`src/core/smsb_pkg.sv`:
```
package smsb_pkg;
  localparam int CLK_PERIOD_NS = 10;
  localparam int DATA_W = 8;
  localparam logic [7:0] SHIFT_RESET = 8'h00;
  localparam logic [7:0] READ_RESET = 8'h00;
  localparam logic [3:0] BIT_LAST = 4'h7;
  localparam logic [3:0] LOAD_WINDOW_SLOTS = 4'h4;
  localparam logic [6:0] HALF_RATE_0 = 7'h02;
  localparam logic [6:0] HALF_RATE_1 = 7'h08;
  localparam logic [6:0] HALF_RATE_2 = 7'h20;
  localparam logic [6:0] HALF_RATE_3 = 7'h40;
  localparam int SLOT_WAIT_MAX = 130;
  typedef enum logic [1:0] {
    ST_IDLE = 2'b00,
    ST_WAIT = 2'b01,
    ST_LOW = 2'b10,
    ST_HIGH = 2'b11
  } smsb_state_t;
endpackage

```
`src/core/smsb_sync.sv`:
```
`timescale 1ns/1ps
module smsb_sync #(
  parameter int W = 4,
  parameter logic [W-1:0] RESET_VAL = '0
) (
  input wire logic clk_sys,
  input wire logic rst_n,
  input wire logic [W-1:0] din,
  output logic [W-1:0] dout
);
  logic [W-1:0] s1;
  logic [W-1:0] s2;
  logic [W-1:0] s3;

  always_ff @(posedge clk_sys or negedge rst_n) begin
    if (!rst_n) begin
      s1 <= RESET_VAL;
      s2 <= RESET_VAL;
      s3 <= RESET_VAL;
    end else begin
      s1 <= din;
      s2 <= s1;
      s3 <= s2;
    end
  end

  // a change is taken once the second and third stage agree
  always_ff @(posedge clk_sys or negedge rst_n) begin
    if (!rst_n) begin
      dout <= RESET_VAL;
    end else begin
      dout <= (s2 & s3) | (dout & (s2 ^ s3));
    end
  end
endmodule

```
`src/core/smsb_rate_gen.sv`:
```
`timescale 1ns/1ps
module smsb_rate_gen (
  input wire logic clk_sys,
  input wire logic rst_n,
  input wire logic run,
  input wire logic [1:0] rate_select,
  input wire logic clk_double,
  output logic half_tick,
  output logic slot_tick
);
  import smsb_pkg::*;

  logic [6:0] cnt;
  logic phase;

  function automatic logic [6:0] half_count(input logic [1:0] sel, input logic dbl);
    logic [6:0] base;
    base = HALF_RATE_0;
    case (sel)
      2'h0: base = HALF_RATE_0;
      2'h1: base = HALF_RATE_1;
      2'h2: base = HALF_RATE_2;
      default: base = HALF_RATE_3;
    endcase
    half_count = dbl ? (base >> 1) : base;
  endfunction

  // free running half-slot counter; slot_tick marks each slot boundary
  always_ff @(posedge clk_sys or negedge rst_n) begin
    if (!rst_n) begin
      cnt <= 7'h00;
      phase <= 1'b0;
      half_tick <= 1'b0;
      slot_tick <= 1'b0;
    end else if (!run) begin
      cnt <= 7'h00;
      phase <= 1'b0;
      half_tick <= 1'b0;
      slot_tick <= 1'b0;
    end else if (cnt == 7'h00) begin
      cnt <= half_count(rate_select, clk_double) - 7'h01;
      phase <= ~phase;
      half_tick <= 1'b1;
      slot_tick <= phase;
    end else begin
      cnt <= cnt - 7'h01;
      half_tick <= 1'b0;
      slot_tick <= 1'b0;
    end
  end
endmodule

```
`src/core/smsb_top.sv`:
```
`timescale 1ns/1ps
module smsb_top (
  input wire logic clk_sys,
  input wire logic rst_n,
  input wire logic spi_enable,
  input wire logic master_select,
  input wire logic enhanced_mode,
  input wire logic lsb_first,
  input wire logic [1:0] rate_select,
  input wire logic clk_double,
  input wire logic spi_irq_enable,
  input wire logic serial_irq_enable,
  input wire logic idle_mode,
  input wire logic data_wr,
  input wire logic [smsb_pkg::DATA_W-1:0] data_wdata,
  input wire logic done_clear,
  input wire logic collision_clear,
  output logic [smsb_pkg::DATA_W-1:0] data_rd_data,
  output logic transfer_done_flag,
  output logic write_collision_flag,
  output logic load_window_flag,
  output logic busy,
  output logic irq_request,
  output logic wake_request,
  input wire logic sck_in,
  output logic sck_out,
  output logic sck_oe,
  input wire logic mosi_in,
  output logic mosi_out,
  output logic mosi_oe,
  input wire logic miso_in,
  output logic miso_out,
  output logic miso_oe,
  input wire logic ss_n_in,
  output logic ss_gpio_in,
  output logic mosi_gpio_in
);
  import smsb_pkg::*;

  localparam int WAIT_LIMIT = SLOT_WAIT_MAX;
  logic [3:0] pin_sync;
  logic [3:0] bit_cnt;
  logic [7:0] shift_reg, write_buf, shifted, next_shift;
  smsb_state_t state;
  logic sck_s, mosi_s, miso_s, ss_n_s, sck_prev, half_tick, slot_tick, in_bit;
  logic slave_active, master_mode, slave_sel, sck_rise, sck_fall, m_sample, m_shift;
  logic do_sample, do_shift, last_bit, complete, busy_now, idle_load, chain_load;
  logic buffered_wr, collide, out_bit;

  smsb_sync #(.W(4), .RESET_VAL(4'h8)) u_sync (
    .clk_sys(clk_sys),
    .rst_n(rst_n),
    .din({ss_n_in, miso_in, mosi_in, sck_in}),
    .dout(pin_sync)
  );

  assign sck_s = pin_sync[0];
  assign mosi_s = pin_sync[1];
  assign miso_s = pin_sync[2];
  assign ss_n_s = pin_sync[3];

  assign master_mode = spi_enable & master_select;
  assign slave_sel = spi_enable & ~master_select & ~ss_n_s;

  smsb_rate_gen u_rate (
    .clk_sys(clk_sys),
    .rst_n(rst_n),
    .run(master_mode),
    .rate_select(rate_select),
    .clk_double(clk_double),
    .half_tick(half_tick),
    .slot_tick(slot_tick)
  );

  always_ff @(posedge clk_sys or negedge rst_n) begin
    if (!rst_n) begin
      sck_prev <= 1'b0;
    end else begin
      sck_prev <= sck_s;
    end
  end

  // slave samples on rising sck and shifts on falling sck
  assign sck_rise = slave_sel & sck_s & ~sck_prev;
  assign sck_fall = slave_sel & ~sck_s & sck_prev;
  assign m_sample = master_mode & (state == ST_LOW) & half_tick;
  assign m_shift = master_mode & (state == ST_HIGH) & half_tick;
  assign do_sample = m_sample | (~master_mode & sck_rise);
  assign do_shift = m_shift | (~master_mode & sck_fall);
  assign last_bit = (bit_cnt == BIT_LAST);
  assign complete = do_shift & last_bit;
  assign busy_now = master_mode ? (state != ST_IDLE) : slave_active;

  // write path: load, collide, or buffer
  assign idle_load = data_wr & ~busy_now;
  assign chain_load = complete & enhanced_mode & (write_collision_flag | data_wr);
  assign buffered_wr = data_wr & busy_now & enhanced_mode
                       & ~(complete & ~write_collision_flag);
  assign collide = data_wr & busy_now & ~enhanced_mode;

  assign shifted = lsb_first ? {in_bit, shift_reg[7:1]} : {shift_reg[6:0], in_bit};
  assign next_shift = idle_load ? data_wdata
    : chain_load ? (write_collision_flag ? write_buf : data_wdata)
    : do_shift ? shifted : shift_reg;
  // pins lead with the next value so data is set up a half slot before sck rises
  assign out_bit = lsb_first ? next_shift[0] : next_shift[7];

  always_ff @(posedge clk_sys or negedge rst_n) begin
    if (!rst_n) begin
      state <= ST_IDLE;
    end else if (!master_mode) begin
      state <= ST_IDLE;
    end else begin
      case (state)
        ST_IDLE: begin
          if (idle_load) begin
            state <= ST_WAIT;
          end
        end
        ST_WAIT: begin
          if (slot_tick) begin
            state <= ST_LOW;
          end
        end
        ST_LOW: begin
          if (half_tick) begin
            state <= ST_HIGH;
          end
        end
        ST_HIGH: begin
          if (half_tick) begin
            state <= (last_bit & ~chain_load) ? ST_IDLE : ST_LOW;
          end
        end
        default: begin
          state <= ST_IDLE;
        end
      endcase
    end
  end

  always_ff @(posedge clk_sys or negedge rst_n) begin
    if (!rst_n) begin
      shift_reg <= SHIFT_RESET;
    end else begin
      shift_reg <= next_shift;
    end
  end

  always_ff @(posedge clk_sys or negedge rst_n) begin
    if (!rst_n) begin
      in_bit <= 1'b0;
    end else if (do_sample) begin
      in_bit <= master_mode ? miso_s : mosi_s;
    end
  end

  always_ff @(posedge clk_sys or negedge rst_n) begin
    if (!rst_n) begin
      bit_cnt <= 4'h0;
    end else if (idle_load | complete | (~master_mode & ~slave_sel)) begin
      bit_cnt <= 4'h0;
    end else if (do_shift) begin
      bit_cnt <= bit_cnt + 4'h1;
    end
  end

  always_ff @(posedge clk_sys or negedge rst_n) begin
    if (!rst_n) begin
      slave_active <= 1'b0;
    end else if (master_mode | ~slave_sel) begin
      slave_active <= 1'b0;
    end else if (complete & ~chain_load) begin
      slave_active <= 1'b0;
    end else if (sck_rise) begin
      slave_active <= 1'b1;
    end
  end

  always_ff @(posedge clk_sys or negedge rst_n) begin
    if (!rst_n) begin
      write_buf <= SHIFT_RESET;
    end else if (buffered_wr) begin
      write_buf <= data_wdata;
    end
  end

  // set wins over any clear in the same cycle
  always_ff @(posedge clk_sys or negedge rst_n) begin
    if (!rst_n) begin
      write_collision_flag <= 1'b0;
    end else if (collide | buffered_wr) begin
      write_collision_flag <= 1'b1;
    end else if (collision_clear | chain_load | (idle_load & enhanced_mode)) begin
      write_collision_flag <= 1'b0;
    end
  end

  always_ff @(posedge clk_sys or negedge rst_n) begin
    if (!rst_n) begin
      transfer_done_flag <= 1'b0;
    end else if (complete) begin
      transfer_done_flag <= 1'b1;
    end else if (done_clear) begin
      transfer_done_flag <= 1'b0;
    end
  end

  always_ff @(posedge clk_sys or negedge rst_n) begin
    if (!rst_n) begin
      data_rd_data <= READ_RESET;
    end else if (complete) begin
      data_rd_data <= shifted;
    end
  end

  always_ff @(posedge clk_sys or negedge rst_n) begin
    if (!rst_n) begin
      load_window_flag <= 1'b0;
    end else begin
      load_window_flag <= ((master_mode & state[1]) | slave_active)
                          & (bit_cnt < LOAD_WINDOW_SLOTS);
    end
  end

  always_ff @(posedge clk_sys or negedge rst_n) begin
    if (!rst_n) begin
      irq_request <= 1'b0;
      wake_request <= 1'b0;
      busy <= 1'b0;
    end else begin
      irq_request <= transfer_done_flag & spi_irq_enable & serial_irq_enable;
      wake_request <= transfer_done_flag & spi_enable & ~master_select & idle_mode;
      busy <= busy_now;
    end
  end

  // pin drive and directions
  always_ff @(posedge clk_sys or negedge rst_n) begin
    if (!rst_n) begin
      sck_out <= 1'b0;
    end else if (!master_mode) begin
      sck_out <= 1'b0;
    end else if (m_sample) begin
      sck_out <= 1'b1;
    end else if (m_shift) begin
      sck_out <= 1'b0;
    end
  end

  always_ff @(posedge clk_sys or negedge rst_n) begin
    if (!rst_n) begin
      sck_oe <= 1'b0;
      mosi_oe <= 1'b0;
      miso_oe <= 1'b0;
      mosi_out <= 1'b0;
      miso_out <= 1'b0;
      ss_gpio_in <= 1'b1;
      mosi_gpio_in <= 1'b0;
    end else begin
      sck_oe <= master_mode;
      mosi_oe <= master_mode;
      miso_oe <= slave_sel;
      mosi_out <= out_bit;
      miso_out <= out_bit;
      ss_gpio_in <= ss_n_s;
      mosi_gpio_in <= mosi_s;
    end
  end
endmodule

```
`config.mk`:
```
export PLATFORM = sky130hd
export DESIGN_NAME = smsb_top
export DESIGN_NICKNAME = d
export VERILOG_FILES = /design/src/core/smsb_pkg.sv /design/src/core/smsb_sync.sv /design/src/core/smsb_rate_gen.sv /design/src/core/smsb_top.sv
export SDC_FILE = /design/constraint.sdc
export NUM_CORES = 1
export LEC_CHECK = 0
export ABC_AREA = 0
export BUFFER_PORTS_ARGS = -buffer_cell sky130_fd_sc_hd__buf_2
export CAP_MARGIN = 20
export CELL_PAD_IN_SITES_DETAIL_PLACEMENT = 1
export CELL_PAD_IN_SITES_GLOBAL_PLACEMENT = 1
export CORE_MARGIN = 3
export CORE_UTILIZATION = 44
export CTS_CLUSTER_SIZE = 28
export DETAILED_ROUTE_END_ITERATION = 8
export PLACE_DENSITY = 0.88
export SLEW_MARGIN = 0
export SYNTH_ARGS = -nofsm -noshare
export SYNTH_HDL_FRONTEND = slang
export SYNTH_SLANG_ARGS = --single-unit
```
`constraint.sdc`:
```
create_clock -name clk_sys -period 3.15 [get_ports clk_sys]
set_clock_uncertainty 0.15 [all_clocks]
set_input_delay 0 -clock clk_sys [delete_from_list [all_inputs] [get_ports clk_sys]]
set_output_delay 0 -clock clk_sys [all_outputs]
set_load 0.01 [all_outputs]
```
==> results of run 1 <==
## routing by layer
metal  track usage, %  up-vias
met5                0        -
met4             6.89        0
met3             4.33       10
met2             33.2       66
met1             27.4     1237
li1                 -     1160
## cell usage after synthesis (3+ instances only)
master / count
nand2_1: 36
nand3_1: 9
ha_1: 6
dfstp_2: 5
a21o_1: 4
xnor2_1: 3
mux2_4: 8
xor2_1: 4
nor2_1: 28
nand2b_1: 3
a21oi_1: 11
mux2i_1: 15
a211oi_1: 3
inv_1: 7
o21ai_0: 14
a31oi_1: 11
dfrtp_1: 66
clkbuf_1: 9
and2_1: 3
o22a_1: 3
## area by class of cell
cell class / count / area (sq um) / share of cell area (%)
Timing Repair Buffer: 78 / 533 / 13.5
Clock buffer: 11 / 141 / 3.59
Sequential cell: 71 / 1780 / 45.2
Inverter: 7 / 26.3 / 0.666
Multi-Input combinational cell: 195 / 1280 / 32.5
Clock inverter: 5 / 57.6 / 1.46
Tap cell: 96 / 120 / 3.05
## cells by family after synthesis
group,count (synthesis),synth area share (%)
AND/OR/NAND/NOR,102,15.7
flip-flops,71,56.6
AO/OA/AOI/OAI,56,11.6
multiplexers,24,8.94
buffers and inverters,20,2.86
XOR/XNOR,7,1.95
adder cells (fa/ha/maj),6,2.38
## through the flow
step | util, % | power, mW | instances | cell area (sq um) | hold slack, ns
final | 57.4 | 2.12 | 463 | 3940 | 0.0353
after global routing | 57.4 | 2.24 | 463 | 3940 | 0.0493
after CTS | 57.3 | 2.13 | 463 | 3940 | 0.0208
after detailed placement | 50.5 | 1.39 | 420 | 3470 | -0.0399
after global placement | 50.5 | 1.37 | 420 | 3470 | -0.0472
after floorplan | - | 1.27 | 286 | 3150 | -0.446
## power groups by stage
stage	logic, mW	clock network, mW	registers, mW
2_1_floorplan	0.211	0	1.06
3_3_place_gp	0.294	0	1.08
3_5_place_dp	0.308	0	1.08
4_1_cts	0.336	0.735	1.06
5_1_grt	0.376	0.781	1.08
6_report	0.337	0.717	1.07
## layout by cell type, fill, tap and decap left out, types with 2 or more instances in the layout
cell type	synthesis	routed
a211oi_1	3	3
a21o_1	4	4
a21oi_1	11	11
a31oi_1	11	11
and2_1	3	3
and3_1	2	2
buf_2	0	48
buf_4	2	3
clkbuf_8	0	10
clkinvlp_4	0	3
dfrtp_1	66	66
dfstp_2	5	5
dlygate4sd3_1	0	27
ha_1	6	6
inv_1	7	7
mux2_4	8	8
mux2i_1	15	15
nand2_1	36	36
nand2b_1	3	3
nand3_1	9	9
nand3b_1	2	2
nor2_1	28	28
nor3_1	2	2
nor4_1	2	2
nor4b_1	2	2
o21ai_0	14	14
o21ai_1	2	2
o22a_1	3	3
or4_1	2	2
xnor2_1	3	3
xor2_1	4	4
## timing repair
item / 4_1_cts / 5_1_grt
hold buffers: 27 / 0
setup endpoints to repair: 0 / 1
gates resized for setup: 0 / 1
hold endpoints to repair: 64 / 0
## path summary, 6_finish.rpt
| path | startpoint | end | slack (ns) | cells after the start |
|---|---|---|---|---|
| max | u_rate.cnt[3] | u_rate.cnt[6] | 0.31 | 9 |
| min | collision_clear | write_collision_flag | 0.04 | 4 |
| max reg2reg | u_rate.cnt[3] | u_rate.cnt[6] | 0.31 | 9 |
| min reg2reg | u_sync.s1[2] | u_sync.s2[2] | 0.20 | 0 |
| max in group asynchronous | rst_n | u_sync.s2[3] | 1.75 | 3 |
| min in group asynchronous | rst_n | data_rd_data[3] | 0.11 | 2 |
## critical path: stages, from the launching register on
cell	delay (ns)
dfrtp_1	0.41
or4_1	0.61
nor3b_2	0.28
a21oi_1	0.13
ha_1	0.23
nand2_1	0.07
a31oi_1	0.07
o2bb2ai_1	0.17
a21oi_1	0.11
dlygate4sd3_1	0.56
==> results.rst, run 1 <==
.. list-table::
   :header-rows: 1

   * - Metric
     - Value
   * - Met1 layer wirelength in the final routing
     - about 3.4 mm
   * - Number of nets produced by synthesis
     - approximately 320
   * - Post-CTS Setup Inserts
     - 0
   * - Type of the tightest min-delay check
     - primary input to flip-flop
   * - Core Footprint
     - 6870 sq um
   * - Antenna viol nets, final
     - 0
   * - Critical setup path kind
     - flip-flop to flip-flop
   * - Shortest clock period the worst path allows after layout
     - ~2.8 ns
   * - TritonCTS Buffers
     - 9
   * - Static leakage
     - 1.87 nW
   * - Row cnt
     - 30
   * - Number of vias per cell after detailed routing
     - 5.34
   * - Peak clock frequency supported by timing
     - about 350 MHz
   * - Gate count of the mapped netlist
     - 286
   * - Sequential area share after synthesis
     - 56.6%
   * - Final setup slack of the worst path
     - ~0.31 ns
   * - Area share of the leading cell type in the synthesized netlist
     - 52.4%
   * - Flop and latch count out of synthesis
     - 71
   * - WL per Instance
     - 16.3 um
   * - Pre-CTS worst setup slack
     - 0.563 ns
   * - Data required, critical path
     - 3.27 ns
   * - Detailed router's first-iteration violation count
     - between 100 and 150
   * - Pins over their slew limit
     - 0
   * - Vertical extent of the die
     - 90.6 um
   * - VDD IR max
     - between 200 and 250 uV
   * - Total number of yosys warnings
     - 0
   * - Share of post-route cells with drive strength above 1
     - 23.2%
   * - Detailed-routing iteration count for the pre-antenna-repair pass
     - 4
   * - Final-layout setup total negative slack
     - 0 ns
   * - Number of antenna diodes
     - 0
   * - Share of synthesized registers carrying an async set or reset
     - 100%
   * - Clk slew on worst S/H paths
     - ~0.070 ns
   * - Maximum count of clock buffers along a single path
     - 2
   * - Number of top-level design ports
     - just under 50
   * - Slew @ Worst Pin
     - 0.767 ns
   * - Crit. End Element
     - flip-flop
   * - Combinational share of power
     - between 15 and 20%
   * - Period utilisation layout
     - 90.1%
   * - Library cells used by synthesis
     - 49
   * - H-tree levels
     - 3
   * - DRC
     - 0
   * - Yosys top cell by area
     - dfrtp_1
   * - Data arrival time of the critical path
     - 2.96 ns
   * - Fillcell total
     - 760
   * - Starting utilization of the core area
     - 45.9%
   * - CTS tree
     - yes
   * - Via count
     - ~2500
   * - Synthesized area divided by synthesized cell count
     - 11.0 sq um
   * - Final HPWL DP
     - approximately 5.1 mm
   * - Number of synthesized flops with an enable pin
     - 0
   * - Global-route congestion overflow total
     - 0
   * - Result of the run
     - finished, final reports clean
   * - Total met2 wirelength after detailed routing
     - 3.66 mm
   * - Startpoint types
     - flip-flop
   * - Net switching power
     - 0.568 mW
   * - Power density normalized to cell area
     - 538 nW/um^2
   * - Largest net degree at the start of global routing
     - 40
   * - Max-cap violations
     - 0
   * - Routed Wire Length
     - 7.56 mm
   * - Number of global-route vias before repair
     - 2697
   * - Largest fanout on the critical path
     - 4
   * - Largest cells by area after synthesis
     - dfrtp_1 (52%), mux2i_1 (4.8%), nand2_1 (4.3%)
   * - Final net count
     - 395
   * - Overall fraction of global-route tracks in use
     - 20.5%
   * - Post-synth top flop
     - dfrtp_1
   * - Number of antenna violations at the first check in global routing
     - 0
   * - Clock root buffer
     - clkbuf_8
   * - Total die area
     - 8210 sq um
   * - Clock latency at the later pin of the worst-skew pair
     - 0.34 ns
   * - Count of input and output buffers
     - 48
   * - Relative contribution of the clock network to total power
     - 33.8%
   * - Number of sinks driven by the clock tree
     - 71
   * - Reg power frac
     - 50.3%
   * - Switching portion of total power
     - 26.8%
   * - Chip Width
     - a little over 90 um
   * - Internal
     - roughly 1.6 mW
   * - Relative max-transition margin
     - 48.9%
   * - RePlAce Congestion
     - between 0.8 and 0.9
   * - Netlist area before placement
     - 3150 sq um
   * - Total met3 wirelength after detailed routing
     - approximately 350 um
   * - First-pass GRT wire length
     - about 13 mm
   * - Layout overhead on the synthesized area
     - 25.2%
   * - Final hold violations
     - 0
   * - Setup violators final
     - 0
   * - RSZ-0062 raised after global routing
     - no
   * - Uppermost metal layer occupied by signal nets
     - met4
No activity file was read; power rests on OpenSTA's default activity.
==> run 2: changes to the inputs <==
--- a/config.mk
+++ b/config.mk
@@ -11,10 +11,10 @@
 export CELL_PAD_IN_SITES_DETAIL_PLACEMENT = 1
 export CELL_PAD_IN_SITES_GLOBAL_PLACEMENT = 1
 export CORE_MARGIN = 3
-export CORE_UTILIZATION = 44
+export CORE_UTILIZATION = 40
 export CTS_CLUSTER_SIZE = 28
 export DETAILED_ROUTE_END_ITERATION = 8
-export PLACE_DENSITY = 0.88
+export PLACE_DENSITY = 0.84
 export SLEW_MARGIN = 0
 export SYNTH_ARGS = -nofsm -noshare
 export SYNTH_HDL_FRONTEND = slang
==> constraint.sdc (replaced) <==
create_clock -name clk_sys -period 2.45 [get_ports clk_sys]
set_clock_uncertainty 0.15 [all_clocks]
set_input_delay 0 -clock clk_sys [delete_from_list [all_inputs] [get_ports clk_sys]]
set_output_delay 0 -clock clk_sys [all_outputs]
set_load 0.01 [all_outputs]
==> run 2 against run 1 <==
Net effect:
- sequential share of layout area down 0.84 points
- final area is 1.9% higher
- critical path depth fell by 1
- worst hold slack improved by 0.11 ns
- global-route usage increased by 0.18 points
==> results.rst, run 2 (synthesized netlist as in run 1, its figures left out) <==
.. list-table::
   :header-rows: 1

   * - Metric
     - Value
   * - Most common library cell in the layout ignoring fill and taps
     - dfrtp_1
   * - Clock root buffer
     - clkbuf_8
   * - H-tree levels
     - 3 (unchanged)
   * - Setup violators final
     - 0 (unchanged)
   * - Overall fraction of global-route tracks in use
     - 20.6% (+0.18 points)
   * - Post-CTS Setup Inserts
     - 0 (unchanged)
   * - Number of antenna violations at the first check in global routing
     - 0 (unchanged)
   * - Ordered list of cells on the worst path
     - or4_4 -> nor3b_2 -> a21oi_1 -> ha_1 -> nand2_1 -> a31oi_1 -> o2bb2ai_1 -> a21oi_1
   * - Detailed-routing iteration count for the pre-antenna-repair pass
     - 4 (unchanged)
   * - Crit. End Element
     - flip-flop
   * - Cell with the largest stage delay on the worst path
     - or4_4
   * - Core Footprint
     - 7450 sq um (+8.4%)
   * - Pins over their slew limit
     - 0 (unchanged)
   * - Fillcell total
     - 850 (+12%)
   * - Global-route congestion overflow total
     - 0 (unchanged)
   * - Gate family responsible for the most delay along the worst path
     - simple AND/OR/NAND/NOR gates
   * - Crit path top cell by count
     - a21oi_1
   * - Shortest clock period the worst path allows after layout
     - 2.27 ns (-0.573 ns)
   * - Startpoint types
     - flip-flop
   * - Starting utilization of the core area
     - 42.3% (-3.6 points)
   * - Largest net degree at the start of global routing
     - 27 (-33%)
   * - WL per Instance
     - 18.0 um (+10%)
   * - Clock latency at the later pin of the worst-skew pair
     - 0.35 ns (about the same)
   * - Vertical extent of the die
     - 94.8 um (+4.6%)
   * - Antenna viol nets, final
     - 0 (unchanged)
   * - First-pass GRT wire length
     - 14.1 mm (+4.7%)
   * - Static leakage
     - 1.91 nW (+2.4%)
   * - Largest stage delay on the critical path
     - 0.57 ns (-0.04 ns)
   * - Peak clock frequency supported by timing
     - 441 MHz (+25%)
   * - Via count
     - 2615 (+5.7%)
   * - Count of input and output buffers
     - 48 (unchanged)
   * - TritonCTS Buffers
     - 9 (unchanged)
   * - Number of vias per cell after detailed routing
     - 5.48 (+2.6%)
   * - Critical setup path kind
     - flip-flop to flip-flop
   * - Number of top-level design ports
     - 49 (unchanged)
   * - VDD IR max
     - 324 uV (+32%)
   * - Result of the run
     - finished, final reports clean
   * - Clk slew on worst S/H paths
     - 0.08 ns (about the same)
   * - Final hold violations
     - 0 (unchanged)
   * - RSZ-0062 raised after global routing
     - no
   * - Cell area after placement
     - 3540 sq um (+2.1%)
   * - Period utilisation layout
     - 92.5% (+2.4 points)
   * - Routed Wire Length
     - 8.60 mm (+14%)
   * - Share of post-route cells with drive strength above 1
     - 25.4% (+2.2 points)
   * - Final net count
     - 406 (+2.8%)
   * - Slew @ Worst Pin
     - 0.522 ns (-0.245 ns)
   * - Chip Width
     - 94.8 um (+4.6%)
   * - Design Power
     - 2.69 mW (+27%)
   * - Number of buffer and inverter stages on the critical path
     - 0 (-1)
   * - Detailed router's first-iteration violation count
     - 115 (-22%)
   * - Number of global-route vias before repair
     - 2872 (+6.5%)
   * - DRC
     - 0 (unchanged)
   * - Relative max-transition margin
     - 65.1% (+16 points)
   * - Final cell area excluding filler cells
     - 4020 sq um (+1.9%)
   * - Final HPWL DP
     - 5.74 mm (+12%)
   * - Data arrival time of the critical path
     - 2.39 ns (-0.57 ns)
   * - Final-layout setup total negative slack
     - 0 ns (unchanged)
   * - Layout overhead on the synthesized area
     - 27.6%
   * - Row cnt
     - 31 (+3.3%)
   * - Max-cap violations
     - 0 (unchanged)
   * - Multi-input gate area in the final layout
     - 1290 sq um (+0.29%)
   * - RePlAce Congestion
     - 0.871 (+4.1%)
   * - Data required, critical path
     - 2.57 ns (-0.70 ns)
   * - Total die area
     - 8980 sq um (+9.3%)
   * - CTS tree
     - yes
   * - Power density normalized to cell area
     - 670 nW/um^2 (+25%)
   * - Area of all sequential standard cells
     - 1780 sq um (unchanged)
   * - Number of antenna diodes
     - 0 (unchanged)
   * - Type of the tightest min-delay check
     - primary input to flip-flop
   * - Leading cell types in the layout, fill and taps excluded
     - dfrtp_1 (66), buf_2 (48), nand2_1 (36)
   * - Number of sinks driven by the clock tree
     - 71 (unchanged)
   * - Maximum count of clock buffers along a single path
     - 2 (unchanged)
   * - Largest fanout on the critical path
     - 4 (unchanged)
==> run 2: changes by cell type in the layout (fill, tap and decap cells not counted) <==
cell	previous run	this run
or4_4	0	1
or4_1	2	1
dlygate4sd3_1	27	29
clkinvlp_4	3	2
clkinv_4	0	1
buf_4	3	12
inv_6	0	3
clkbuf_1	1	0
clkbuf_8	10	9
bufinv_16	1	0
==> run 2: path summary, 6_finish.rpt <==
check	from	to	slack (ns)	depth (start not counted)
setup / recovery	u_rate.cnt[3]	u_rate.cnt[6]	0.18	8
hold / removal	miso_in	u_sync.s1[2]	0.15	2
setup reg to reg	u_rate.cnt[3]	u_rate.cnt[6]	0.18	8
hold reg to reg	u_sync.s1[2]	u_sync.s2[2]	0.21	0
max in group asynchronous	rst_n	bit_cnt[1]	0.46	4
min in group asynchronous	rst_n	shift_reg[2]	0.46	3
==> run 2: cell type report <==
class	instances	area share (%)
Clock inverter	7	1.37
Tap cell	99	3.08
Timing Repair Buffer	89	15.4
Multi-Input combinational cell	195	32.0
Clock buffer	9	3.08
Inverter	7	0.654
Sequential cell	71	44.4
==> run 2: metrics by stage <==
step	utilization, %	setup WS (ns)	hold slack [ns]	std cells
2_1_floorplan	-	0.266	-0.446	286
3_3_place_gp	47.5	0.190	-0.167	432
3_5_place_dp	47.5	0.0110	-0.159	432
4_1_cts	53.9	0.116	0.124	477
5_1_grt	54.0	0.0511	0.140	477
6_report	54.0	0.184	0.147	477
==> run 2: layer usage <==
layer | part of all wire [%] | vias to the layer above | wire length (um) | GRT usage (%)
met1 | 42 | 1328 | 3600 | 24.6
met5 | 0 | - | 0 | 0
met4 | 2.1 | 0 | 180 | 8.65
met2 | 50 | 84 | 4340 | 35.6
met3 | 5.6 | 18 | 479 | 4.78
li1 | - | 1185 | - | -
==> run 2: what timing repair did <==
| action | CTS | global route |
|---|---|---|
| hold buffers | 29 | 0 |
| hold endpoints to repair | 98 | 0 |
| setup endpoints to repair | 1 | 1 |
| cloned | 0 | 0 |
| resized for setup | 1 | 1 |
| pin swaps | 0 | 1 |
==> run 2: power breakdown <==
part	switching, mW	internal [mW]
sequential	0.0849	1.28
combinational	0.238	0.229
clock	0.477	0.377
total	0.800	1.89
